**src/srs_consts.svh**
```systemverilog
// Purpose: Constants for the reset output and soft reset block.
// Assumes: 100 MHz clock, period 10 ns.
// Notes:   Times are in microseconds; cycle counts derive from them.
`ifndef SRS_CONSTS_SVH
`define SRS_CONSTS_SVH
`define SRS_CLK_PERIOD_NS        10
`define SRS_FILTER_TIME_US       10
`define SRS_EXT_DELAY_US         10000
`define SRS_RED_DELAY_US         2000
`define SRS_FILTER_CYC           ((`SRS_FILTER_TIME_US * 1000 + `SRS_CLK_PERIOD_NS - 1) / `SRS_CLK_PERIOD_NS)
`define SRS_EXT_DELAY_CYC        ((`SRS_EXT_DELAY_US * 1000 + `SRS_CLK_PERIOD_NS - 1) / `SRS_CLK_PERIOD_NS)
`define SRS_RED_DELAY_CYC        ((`SRS_RED_DELAY_US * 1000 + `SRS_CLK_PERIOD_NS - 1) / `SRS_CLK_PERIOD_NS)
`define SRS_CNT_W                20
`define SRS_MODE_SOFT_RESET      2'h3
`define SRS_MODE_WR_NORMAL       2'h0
`define SRS_MODE_WR_SLEEP        2'h1
`define SRS_MODE_WR_STOP         2'h2
`define SRS_UV_THR_RESET         2'h0
`define SRS_SOFT_OUT_RESET       1'h0
`define SRS_DELAY_SEL_RESET      1'h0
`endif

```
**src/srs_pkg.sv**
```systemverilog
// Purpose: Types for the reset output and soft reset block.
// Assumes: Included constants header defines widths.
// Notes:   Mode state codes differ from the mode field encoding; the controller maps writes.
`include "srs_consts.svh"
package srs_pkg;
    typedef enum logic [2:0] {
        SRS_INIT    = 3'h0,
        SRS_NORMAL  = 3'h1,
        SRS_STOP    = 3'h2,
        SRS_SLEEP   = 3'h3,
        SRS_RESTART = 3'h4,
        SRS_FAILSAFE = 3'h5
    } srs_mode_t;

    typedef struct packed {
        logic       delay_short_sel;
        logic       soft_reset_no_out;
        logic [1:0] uv_threshold_sel;
    } srs_cfg_t;

    typedef struct packed {
        logic       valid;
        logic [1:0] mode;
    } srs_mode_wr_t;
endpackage

```
**src/srs_filter.sv**
```systemverilog
// Purpose: Qualifies the reset cause for the filter time before assertion.
// Assumes: Cause is synchronous to clk_i.
// Notes:   Any drop of the cause restarts the qualification.
`timescale 1ns/1ps
`default_nettype none
`include "srs_consts.svh"
module srs_filter #(
    parameter int unsigned FILTER_CYC = `SRS_FILTER_CYC,
    parameter int unsigned CNT_W      = `SRS_CNT_W
) (
    input  wire logic clk_i,
    input  wire logic rst_n_i,
    input  wire logic cause_i,
    output logic      qualified_o
);
    import srs_pkg::*;
    logic [CNT_W-1:0] cnt_ff;
    logic [CNT_W-1:0] nxt_cnt;
    logic             qual_ff;
    wire              done = (cnt_ff >= CNT_W'(FILTER_CYC - 1));

    assign nxt_cnt = !cause_i ? '0 : (done ? cnt_ff : cnt_ff + CNT_W'(1));

    always_ff @(posedge clk_i)
    begin
        if (!rst_n_i)
        begin
            cnt_ff  <= '0;
            qual_ff <= 1'b0;
        end
        else
        begin
            cnt_ff  <= nxt_cnt;
            qual_ff <= cause_i && done;
        end
    end
    assign qualified_o = qual_ff;
endmodule
`default_nettype wire

```
**src/srs_delay.sv**
```systemverilog
// Purpose: Release delay counter for the reset output.
// Assumes: hold_i high while the output must stay low.
// Notes:   The count restarts whenever hold_i returns.
`timescale 1ns/1ps
`default_nettype none
`include "srs_consts.svh"
module srs_delay #(
    parameter int unsigned EXT_CYC = `SRS_EXT_DELAY_CYC,
    parameter int unsigned RED_CYC = `SRS_RED_DELAY_CYC,
    parameter int unsigned CNT_W   = `SRS_CNT_W
) (
    input  wire logic clk_i,
    input  wire logic rst_n_i,
    input  wire logic hold_i,
    input  wire logic short_i,
    output logic      expired_o
);
    import srs_pkg::*;
    logic [CNT_W-1:0] cnt_ff;
    logic             exp_ff;
    wire [CNT_W-1:0]  limit = short_i ? CNT_W'(RED_CYC - 1) : CNT_W'(EXT_CYC - 1);
    wire              reach = (cnt_ff >= limit);

    always_ff @(posedge clk_i)
    begin
        if (!rst_n_i)
        begin
            cnt_ff <= '0;
            exp_ff <= 1'b0;
        end
        else if (hold_i)
        begin
            cnt_ff <= '0;
            exp_ff <= 1'b0;
        end
        else if (!exp_ff)
        begin
            cnt_ff <= reach ? cnt_ff : cnt_ff + CNT_W'(1);
            exp_ff <= reach;
        end
    end
    assign expired_o = exp_ff;
endmodule
`default_nettype wire

```
**src/srs_reset_ctrl.sv**
```systemverilog
// Function
// Reset output goes low only after a cause persists for the filter time.
// Output stays low while cause persists and until the delay expires.
// Extended delay by default; reduced delay when the short select is set.
// At power-up output held low, released after extended delay once supply good.
// Watchdog failure is a reset cause like undervoltage.
// Undervoltage threshold selectable; defaults to the first falling level.
// Soft reset is requested by writing mode 11, valid in Normal or Stop.
// Soft reset returns to Init and restores all settings to defaults.
// With output option 0, soft reset asserts output with extended delay.
// With output option 1, soft reset leaves output high but still reinitialises.
// Soft reset outside Normal or Stop mode is ignored.
// A new cause during the delay restarts the delay from zero.
//
// Purpose: Drives the active-low reset output and executes soft resets.
// Assumes: Supply comparator and watchdog status arrive synchronous to clk_i.
// Notes:   Mode changes other than soft reset come from the mode_wr port.
`timescale 1ns/1ps
`default_nettype none
`include "srs_consts.svh"
module srs_reset_ctrl #(
    parameter int unsigned FILTER_CYC = `SRS_FILTER_CYC,
    parameter int unsigned EXT_CYC    = `SRS_EXT_DELAY_CYC,
    parameter int unsigned RED_CYC    = `SRS_RED_DELAY_CYC,
    parameter int unsigned CNT_W      = `SRS_CNT_W
) (
    input  wire logic                 clk_i,
    input  wire logic                 rst_n_i,
    input  wire logic                 supply_uv_i,
    input  wire logic                 watchdog_fail_i,
    input  wire srs_pkg::srs_mode_wr_t mode_wr_i,
    input  wire srs_pkg::srs_cfg_t     cfg_wr_i,
    input  wire logic                 cfg_wr_en_i,
    output srs_pkg::srs_cfg_t          cfg_o,
    output srs_pkg::srs_mode_t         mode_o,
    output logic                      soft_reset_o,
    output logic                      reset_out_n
);
    import srs_pkg::*;

    srs_mode_t mode_ff;
    srs_mode_t nxt_mode;
    srs_cfg_t  cfg_ff;
    srs_cfg_t  nxt_cfg;
    logic      soft_ff;
    logic      soft_pulse_ff;
    logic      power_up_ff;
    logic      out_n_ff;
    logic      uv_qual;
    logic      wd_qual;
    logic      expired;

    wire mode_ok   = (mode_ff == SRS_NORMAL) || (mode_ff == SRS_STOP);
    wire soft_req  = mode_wr_i.valid && (mode_wr_i.mode == `SRS_MODE_SOFT_RESET);
    wire soft_take = soft_req && mode_ok;
    wire soft_out  = soft_take && !cfg_ff.soft_reset_no_out;
    wire hold      = uv_qual || wd_qual || soft_pulse_ff || power_up_ff && supply_uv_i;

    // Both causes share one filter path each, so a glitch on either is dropped, except a supply_uv_i glitch during power-up, which holds directly.
    srs_filter #(
        .FILTER_CYC (FILTER_CYC),
        .CNT_W      (CNT_W)
    ) u_uv_filt (
        .clk_i       (clk_i),
        .rst_n_i     (rst_n_i),
        .cause_i     (supply_uv_i),
        .qualified_o (uv_qual)
    );

    srs_filter #(
        .FILTER_CYC (FILTER_CYC),
        .CNT_W      (CNT_W)
    ) u_wd_filt (
        .clk_i       (clk_i),
        .rst_n_i     (rst_n_i),
        .cause_i     (watchdog_fail_i),
        .qualified_o (wd_qual)
    );

    // The soft reset path uses the extended delay regardless of the short select.
    srs_delay #(
        .EXT_CYC (EXT_CYC),
        .RED_CYC (RED_CYC),
        .CNT_W   (CNT_W)
    ) u_delay (
        .clk_i     (clk_i),
        .rst_n_i   (rst_n_i),
        .hold_i    (hold),
        .short_i   (cfg_ff.delay_short_sel && !soft_ff && !power_up_ff),
        .expired_o (expired)
    );

    always_comb
    begin
        nxt_mode = mode_ff;
        if (soft_take)
        begin
            nxt_mode = SRS_INIT;
        end
        else if (mode_wr_i.valid && !soft_req)
        begin
            case (mode_wr_i.mode)
                `SRS_MODE_WR_NORMAL: nxt_mode = SRS_NORMAL;
                `SRS_MODE_WR_SLEEP:  nxt_mode = SRS_SLEEP;
                `SRS_MODE_WR_STOP:   nxt_mode = SRS_STOP;
                default: nxt_mode = mode_ff;
            endcase
        end
    end

    always_comb
    begin
        nxt_cfg = cfg_ff;
        if (soft_take)
        begin
            nxt_cfg.delay_short_sel   = `SRS_DELAY_SEL_RESET;
            nxt_cfg.soft_reset_no_out = `SRS_SOFT_OUT_RESET;
            nxt_cfg.uv_threshold_sel  = `SRS_UV_THR_RESET;
        end
        else if (cfg_wr_en_i)
        begin
            nxt_cfg = cfg_wr_i;
        end
    end

    always_ff @(posedge clk_i)
    begin
        if (!rst_n_i)
        begin
            mode_ff                  <= SRS_INIT;
            cfg_ff.delay_short_sel   <= `SRS_DELAY_SEL_RESET;
            cfg_ff.soft_reset_no_out <= `SRS_SOFT_OUT_RESET;
            cfg_ff.uv_threshold_sel  <= `SRS_UV_THR_RESET;
            soft_ff                  <= 1'b0;
            soft_pulse_ff            <= 1'b0;
            power_up_ff              <= 1'b1;
            out_n_ff                 <= 1'b0;
        end
        else
        begin
            mode_ff       <= nxt_mode;
            cfg_ff        <= nxt_cfg;
            soft_pulse_ff <= soft_out;
            if (soft_out)
            begin
                soft_ff <= 1'b1;
            end
            // The delay still reads expired in the cycle the pulse starts the hold,
            // so clearing on expired alone would drop the extended-delay force at once.
            else if (expired && !hold)
            begin
                soft_ff <= 1'b0;
            end
            if (expired)
            begin
                power_up_ff <= 1'b0;
            end
            out_n_ff <= expired && !hold;
        end
    end

    assign cfg_o        = cfg_ff;
    assign mode_o       = mode_ff;
    assign soft_reset_o = soft_pulse_ff;
    assign reset_out_n  = out_n_ff;
endmodule
`default_nettype wire

```
**config.mk**
```make
export PLATFORM = sky130hd
export DESIGN_NAME = srs_reset_ctrl
export DESIGN_NICKNAME = d
export VERILOG_FILES = /design/src/srs_pkg.sv /design/src/srs_filter.sv /design/src/srs_delay.sv /design/src/srs_reset_ctrl.sv
export VERILOG_INCLUDE_DIRS = /design/src /design/src/src
export SDC_FILE = /design/constraint.sdc
export NUM_CORES = 1
export LEC_CHECK = 0
export BUFFER_PORTS_ARGS = -buffer_cell sky130_fd_sc_hd__buf_2
export CORE_UTILIZATION = 54
export DETAILED_ROUTE_END_ITERATION = 12
export HOLD_SLACK_MARGIN = 0.06
export PLACE_DENSITY_LB_ADDON = 0.2
export SLEW_MARGIN = 30
export SYNTH_ARGS = -nofsm -noshare
export SYNTH_HDL_FRONTEND = slang
export SYNTH_SLANG_ARGS = --single-unit
```
**constraint.sdc**
```tcl
create_clock -name clk_i -period 3.54 [get_ports clk_i]
set_input_delay 0.177 -clock clk_i [delete_from_list [all_inputs] [get_ports clk_i]]
set_output_delay 0.177 -clock clk_i [all_outputs]
set_load 0.005 [all_outputs]
```
### Yosys cells after proc, flatten, opt, wreduce, memory -nomap -nowiden

Cells that the tools add are included.

| storage, ports and cells | value |
|---|---|
| flip-flop bits (word level) | 74 |
| bits in latches | 0 |
| bits in writable memories | 0 |
| ROM bits | 0 |
| input port bits | 12 |
| output and inout port bits | 9 |
| word-level logic and storage cells | 61 |
| memories | 0 |

| cells by class | value |
|---|---|
| $add $sub $neg | 3 |
| multipliers | 0 |
| div/mod/pow operators | 0 |
| magnitude comparators | 3 |
| equality and inequality tests | 5 |
| shift-type cells | 0 |
| muxes and demuxes | 5 |
| bitwise logic cells | 3 |
| reduce and logical (&&, ||, !) cells | 28 |

Operator list:

| operator | number |
|---|---|
| 20-bit by 1-bit adder with 20-bit output, second input constant | 3 |
| 20-bit by 10-bit >= comparator with 1-bit output, second input constant | 2 |
| 20-bit >= comparator | 1 |
| 20-bit 2-to-1 mux | 1 |
| 1-bit logical AND | 10 |
| 3-bit one-hot mux with 3 select lines | 1 |
| 2-bit AND reduction | 4 |
| 1-bit logical NOT | 5 |
| 2-bit equality test, second input constant | 2 |
| 1-bit logical OR | 4 |
| 2-bit OR reduction | 2 |
| 3-bit by 1-bit equality test with 1-bit output, second input constant | 1 |
| 3-bit by 2-bit equality test with 1-bit output, second input constant | 1 |
| 1-bit 2-to-1 mux | 3 |
| 1-bit inverter | 3 |
| 3-bit nonzero test | 1 |
| 2-bit by 1-bit equality test with 1-bit output, second input constant | 1 |
| 2-bit logical NOT | 1 |
| 2-bit nonzero test | 1 |

### Depth between registers and ports, before layout

| logic depth | value |
|---|---|
| depth in word-level cells | 7 |
| mapped depth | 11 |
| gate-level depth less buffers | 10 |

### Cells and area by module

From an unflattened synthesis, not the netlist that was laid out.

| second synthesis, totals | value |
|---|---|
| cells, all modules | 377 |
| area total of the unflattened synthesis | 3439.5 sq um |

By module, submodules not included:

| module | instances | cells an instance | area an instance (sq um) | seq. area each (sq um) |
|---|---|---|---|---|
| srs_filter | 2 | 90 | 853.3 | 420.4 |
| srs_delay | 1 | 156 | 1293.7 | 420.4 |
| srs_reset_ctrl | 1 | 41 | 439.2 | 200.2 |

### Least setup slack after synthesis

Ideal clock, no wire load.

| timing | value |
|---|---|
| path type | register to register |
| start point | reg power_up_ff |
| end point | reg u_delay.cnt_ff[8] |
| arrival | 2193 ps |
| data required time | 3425 ps |
| slack | 1232 ps |
| stages on the path, launching flop included | 12 |
| buffers on the path | 1 |
| path through | dfxtp_1 nor2_1 nand2_1 inv_1 ha_1 a211o_1 and3b_1 o221a_4 nor2_2 buf_6 o31a_1 o21a_1 |

| on the way | value |
|---|---|
| longest elaborated chain between the ends | 6 |
| elaborated cells on any way between the ends | 9 |

RTL lines:

| what | RTL line | source |
|---|---|---|
| start: declaration | srs_reset_ctrl.sv:47 | `logic power_up_ff;` |
| start signal: assignment | srs_reset_ctrl.sv:136 | `power_up_ff <= 1'b1;` |
| start signal: assignment | srs_reset_ctrl.sv:156 | `power_up_ff <= 1'b0;` |
| 1-bit logical NOT | srs_reset_ctrl.sv:89 | `.short_i (cfg_ff.delay_short_sel && !soft_ff && !power_up_ff),` |
| 1-bit logical AND | srs_reset_ctrl.sv:89 |  |
| 20-bit 2-to-1 mux | srs_delay.sv:21 | `wire [CNT_W-1:0] limit = short_i ? CNT_W'(RED_CYC - 1) : CNT_W'(EXT_CYC - 1);` |
| 20-bit >= comparator | srs_delay.sv:22 | `wire reach = (cnt_ff >= limit);` |
| 1-bit inverter (no source line) | n/a |  |
| 2-bit AND reduction (no source line) | n/a |  |
| end signal: assignment | srs_delay.sv:38 | `cnt_ff <= reach ? cnt_ff : cnt_ff + CNT_W'(1);` |
| end: declaration | srs_delay.sv:19 | `logic [CNT_W-1:0] cnt_ff;` |

Several ways; a longest one is shown, not always the timed one.
A chain may end at the register's enable or synchronous reset.

### Worst setup path after layout

| timing | value |
|---|---|
| start point | reg power_up_ff |
| end point | reg u_delay.cnt_ff[5] |

Same word-level chain as after synthesis.

==> impl_metrics.json <==
{
  "async_reset_ff_share_pct": 0,
  "vias": 2298,
  "r2r_start": "power_up_ff",
  "placed_cells": 403,
  "io_buffers": 19,
  "cts.repair.resized": 0,
  "synth-edff-count": 0,
  "pwr-share-seq_pct": 54.5,
  "cts_root_buf": "clkbuf_8",
  "timing.rr.end": "u_delay.cnt_ff[5]",
  "p_per_area_mw_per_mm2": 446,
  "hold_buffers": 4,
  "nets": 370,
  "synth_nets": 349,
  "cp.required_ns": 3.81,
  "min_to": "soft_reset_o",
  "clock_path_buffers": 2,
  "max_cap_viol_count": 0,
  "final_antenna_net_count": 0,
  "diodes": 0,
  "drive_gt1_share_pct": 13.1,
  "avgViaCountPerCell": 5.43,
  "whs_ns": 0.117,
  "setup_slack_ns": 0.943,
  "grt_pass1_wl_um": 9140,
  "drc_errors": 0,
  "combinationalPowerShare_pct": 3.5,
  "die_w_um": 77.4,
  "tightest_slew_ns": 0.647,
  "clkSlewWorstSetupHoldPaths_ns": 0.08,
  "post_drt_wl_per_cell_um": 12.9,
  "cts_buffers": 9,
  "clkLatencyLatePin_ns": 0.35,
  "clock_sink_count": 73,
  "setup_viol": 0,
  "p_sw_share_pct": 23.1,
  "finalNonFillerCells": 423,
  "multi_input_area_mm2": 0.00153,
  "drt_first_pass_iters": 4,
  "hold_path_class": "primary input to flop",
  "synth_area_mm2": 0.00307,
  "r2r_setup_slack_ns": 0.94,
  "finalHoldViolCount": 0,
  "cts_tree": "done",
  "worstRegToRegCells": 10,
  "cp-start-kind": "flop",
  "antenna_found_initial": 0,
  "worstSetupEndpointType": "flop",
  "drt_iter0_markers": 114,
  "grt_overflow": 0,
  "p_clk_share_pct": 42.0,
  "routabilityCongestion": 0.803,
  "grt_usage_pct": 19.5,
  "arrival_ns": 2.87,
  "rsz0062_at_grt": "false",
  "grt_pass1_vias": 2071,
  "final.setup.tns_ns": 0,
  "syn_inst": 325,
  "p_leak_uw": 0.00147,
  "synth_warnings": 0,
  "finish.utilization_pct": 62.5,
  "period_share_pct": 73.4,
  "ir_drop_v": 0.000258,
  "ios": 21,
  "crit_fanout": 13,
  "ys.flop_type": "dfxtp_1",
  "final-seq-area_mm2": 0.00146,
  "coreArea_mm2": 0.00551,
  "initial_core_util_pct": 55.8,
  "grt_max_degree": 30,
  "switchingPower_uw": 354,
  "clock_skew_ns": 0.0125,
  "drv_slew": 0,
  "n_fill_cell": 483,
  "critical_path_class": "flop to flop",
  "dp_hpwl_um": 3700,
  "max_slew_margin_pct": 56.7,
  "min_period_ns": 2.60,
  "area_growth_pct": 12.0,
  "synthDistinctLibCells": 45,
  "p_int_uw": 1180,
  "status": "completed",
  "postCtsSetupBuffers": 0,
  "holdPathStages": 3,
  "ys_ff_latch": 73,
  "dieArea_mm2": 0.00600,
  "pre_cts_ws_ns": 0.963,
  "max_freq_mhz": 385,
  "drt_wl_total_um": 5460,
  "ys_seq_area_share_pct": 47.6,
  "htreeDepth": 3,
  "rows": 27,
  "synth.avg_cell_area_um2": 9.46,
  "min-delay-start": "mode_wr_i[2]",
  "fp.dieH_um": 77.4
}
==> metal layers <==
layer	global-route usage (%)	vias up	part of all wire (%)
met2	31.0	23	46
met1	23.7	1065	49
met5	0	-	0
li1	-	1196	-
met3	3.76	14	2.0
met4	13.4	0	2.6
==> registers in the layout, indices dropped and copies added (netlist names) <==
name / cells
power_up_ff: 1
reset_out_n: 1
u_wd_filt.qualified_o: 1
u_wd_filt.cnt_ff: 20
u_delay.expired_o: 1
cfg_o: 4
mode_o: 2
soft_reset_o: 1
u_uv_filt.qualified_o: 1
u_delay.cnt_ff: 20
soft_ff: 1
u_uv_filt.cnt_ff: 20
==> cell usage after synthesis, types with 2 or more instances <==
cell type	number	area (um2)
a2111oi_2	2	30.0
a211o_1	2	17.5
a211oi_1	4	30.0
a21oi_1	8	40.0
and2_1	2	12.5
and3_1	29	181
and4_1	2	17.5
clkbuf_1	10	37.5
dfxtp_1	73	1460
ha_1	12	150
inv_1	4	15.0
mux2i_1	6	60.1
nand2_1	24	90.1
nand3_1	6	30.0
nand4_1	13	81.3
nor2_1	44	165
nor3_1	4	20.0
nor4_1	5	31.3
o211ai_1	7	52.6
o21ai_0	11	55.1
o21ba_2	2	20.0
or3_1	5	31.3
or4_1	4	30.0
xnor2_1	3	26.3
xor2_1	23	201
==> cell usage in the layout, fill, tap and decap left out, drive strengths merged, types with 7 or more instances in the layout <==
master,synthesis,final
a21oi,9,9
and3,29,29
buf,4,20
clkbuf,10,9
dfxtp,73,73
ha,12,12
nand2,24,24
nand4,14,14
nor2,45,45
o211ai,7,7
o21ai,12,12
xor2,23,23
==> power by group through the flow <==
stage / Combinational (uW) / Clock, uW / Sequential (uW)
finish: 53.5 / 646 / 837
global route: 60.3 / 699 / 838
CTS: 53.9 / 669 / 836
detailed placement: 50.4 / 0 / 856
global placement: 49.6 / 0 / 856
floorplan: 33.6 / 0 / 855
==> worst max-delay path by stage <==
| stage | from | slack [ns] | to |
|---|---|---|---|
| finish | power_up_ff | 0.94 | u_delay.cnt_ff[5] |
| global route | power_up_ff | 0.80 | u_delay.cnt_ff[5] |
| CTS | power_up_ff | 0.94 | u_delay.cnt_ff[5] |
| detailed placement | power_up_ff | 0.96 | u_delay.cnt_ff[5] |
| global placement | power_up_ff | 1.04 | u_delay.cnt_ff[5] |
| floorplan | power_up_ff | 1.23 | u_delay.cnt_ff[8] |
==> critical path: stages (launching register included) <==
cell,delay (ns)
dfxtp_1,0.38
nor2_1,0.06
nand2_1,0.12
inv_1,0.11
ha_1,0.31
a211o_1,0.31
and3b_1,0.22
o221a_4,0.27
nor2_2,0.13
or4_1,0.48
a21oi_1,0.14
==> cells by family (layout without fill, tap and decap cells) <==
group                    Yosys count  count (layout)  synth area share (%)
flip-flops                        73              73                  47.6
AND/OR/NAND/NOR                  143             143                  23.8
multiplexers                       6               6                  1.95
XOR/XNOR                          26              26                  7.41
AO/OA/AOI/OAI                     46              46                  11.6
adder cells (fa/ha/maj)           12              12                  4.89
buffers and inverters             18              44                  2.61
other                              1               1                 0.122
==> cell type report <==
class	count	share of cell area (%)
clock buffers	9	3.60
multi-input cells	234	44.5
well taps	72	2.62
flip-flops and latches	73	42.5
clock inverters	7	2.22
inverters	4	0.436
repair buffers	24	4.15
==> per-stage QoR <==
| step | power [uW] | area, um2 |
|---|---|---|
| floorplan | 889 | 3070 |
| detailed placement | 906 | 3200 |
| global route | 1600 | 3440 |
| global placement | 905 | 3200 |
| CTS | 1560 | 3440 |
| finish | 1540 | 3440 |
Note: power is estimated with default switching activity, not from simulation.
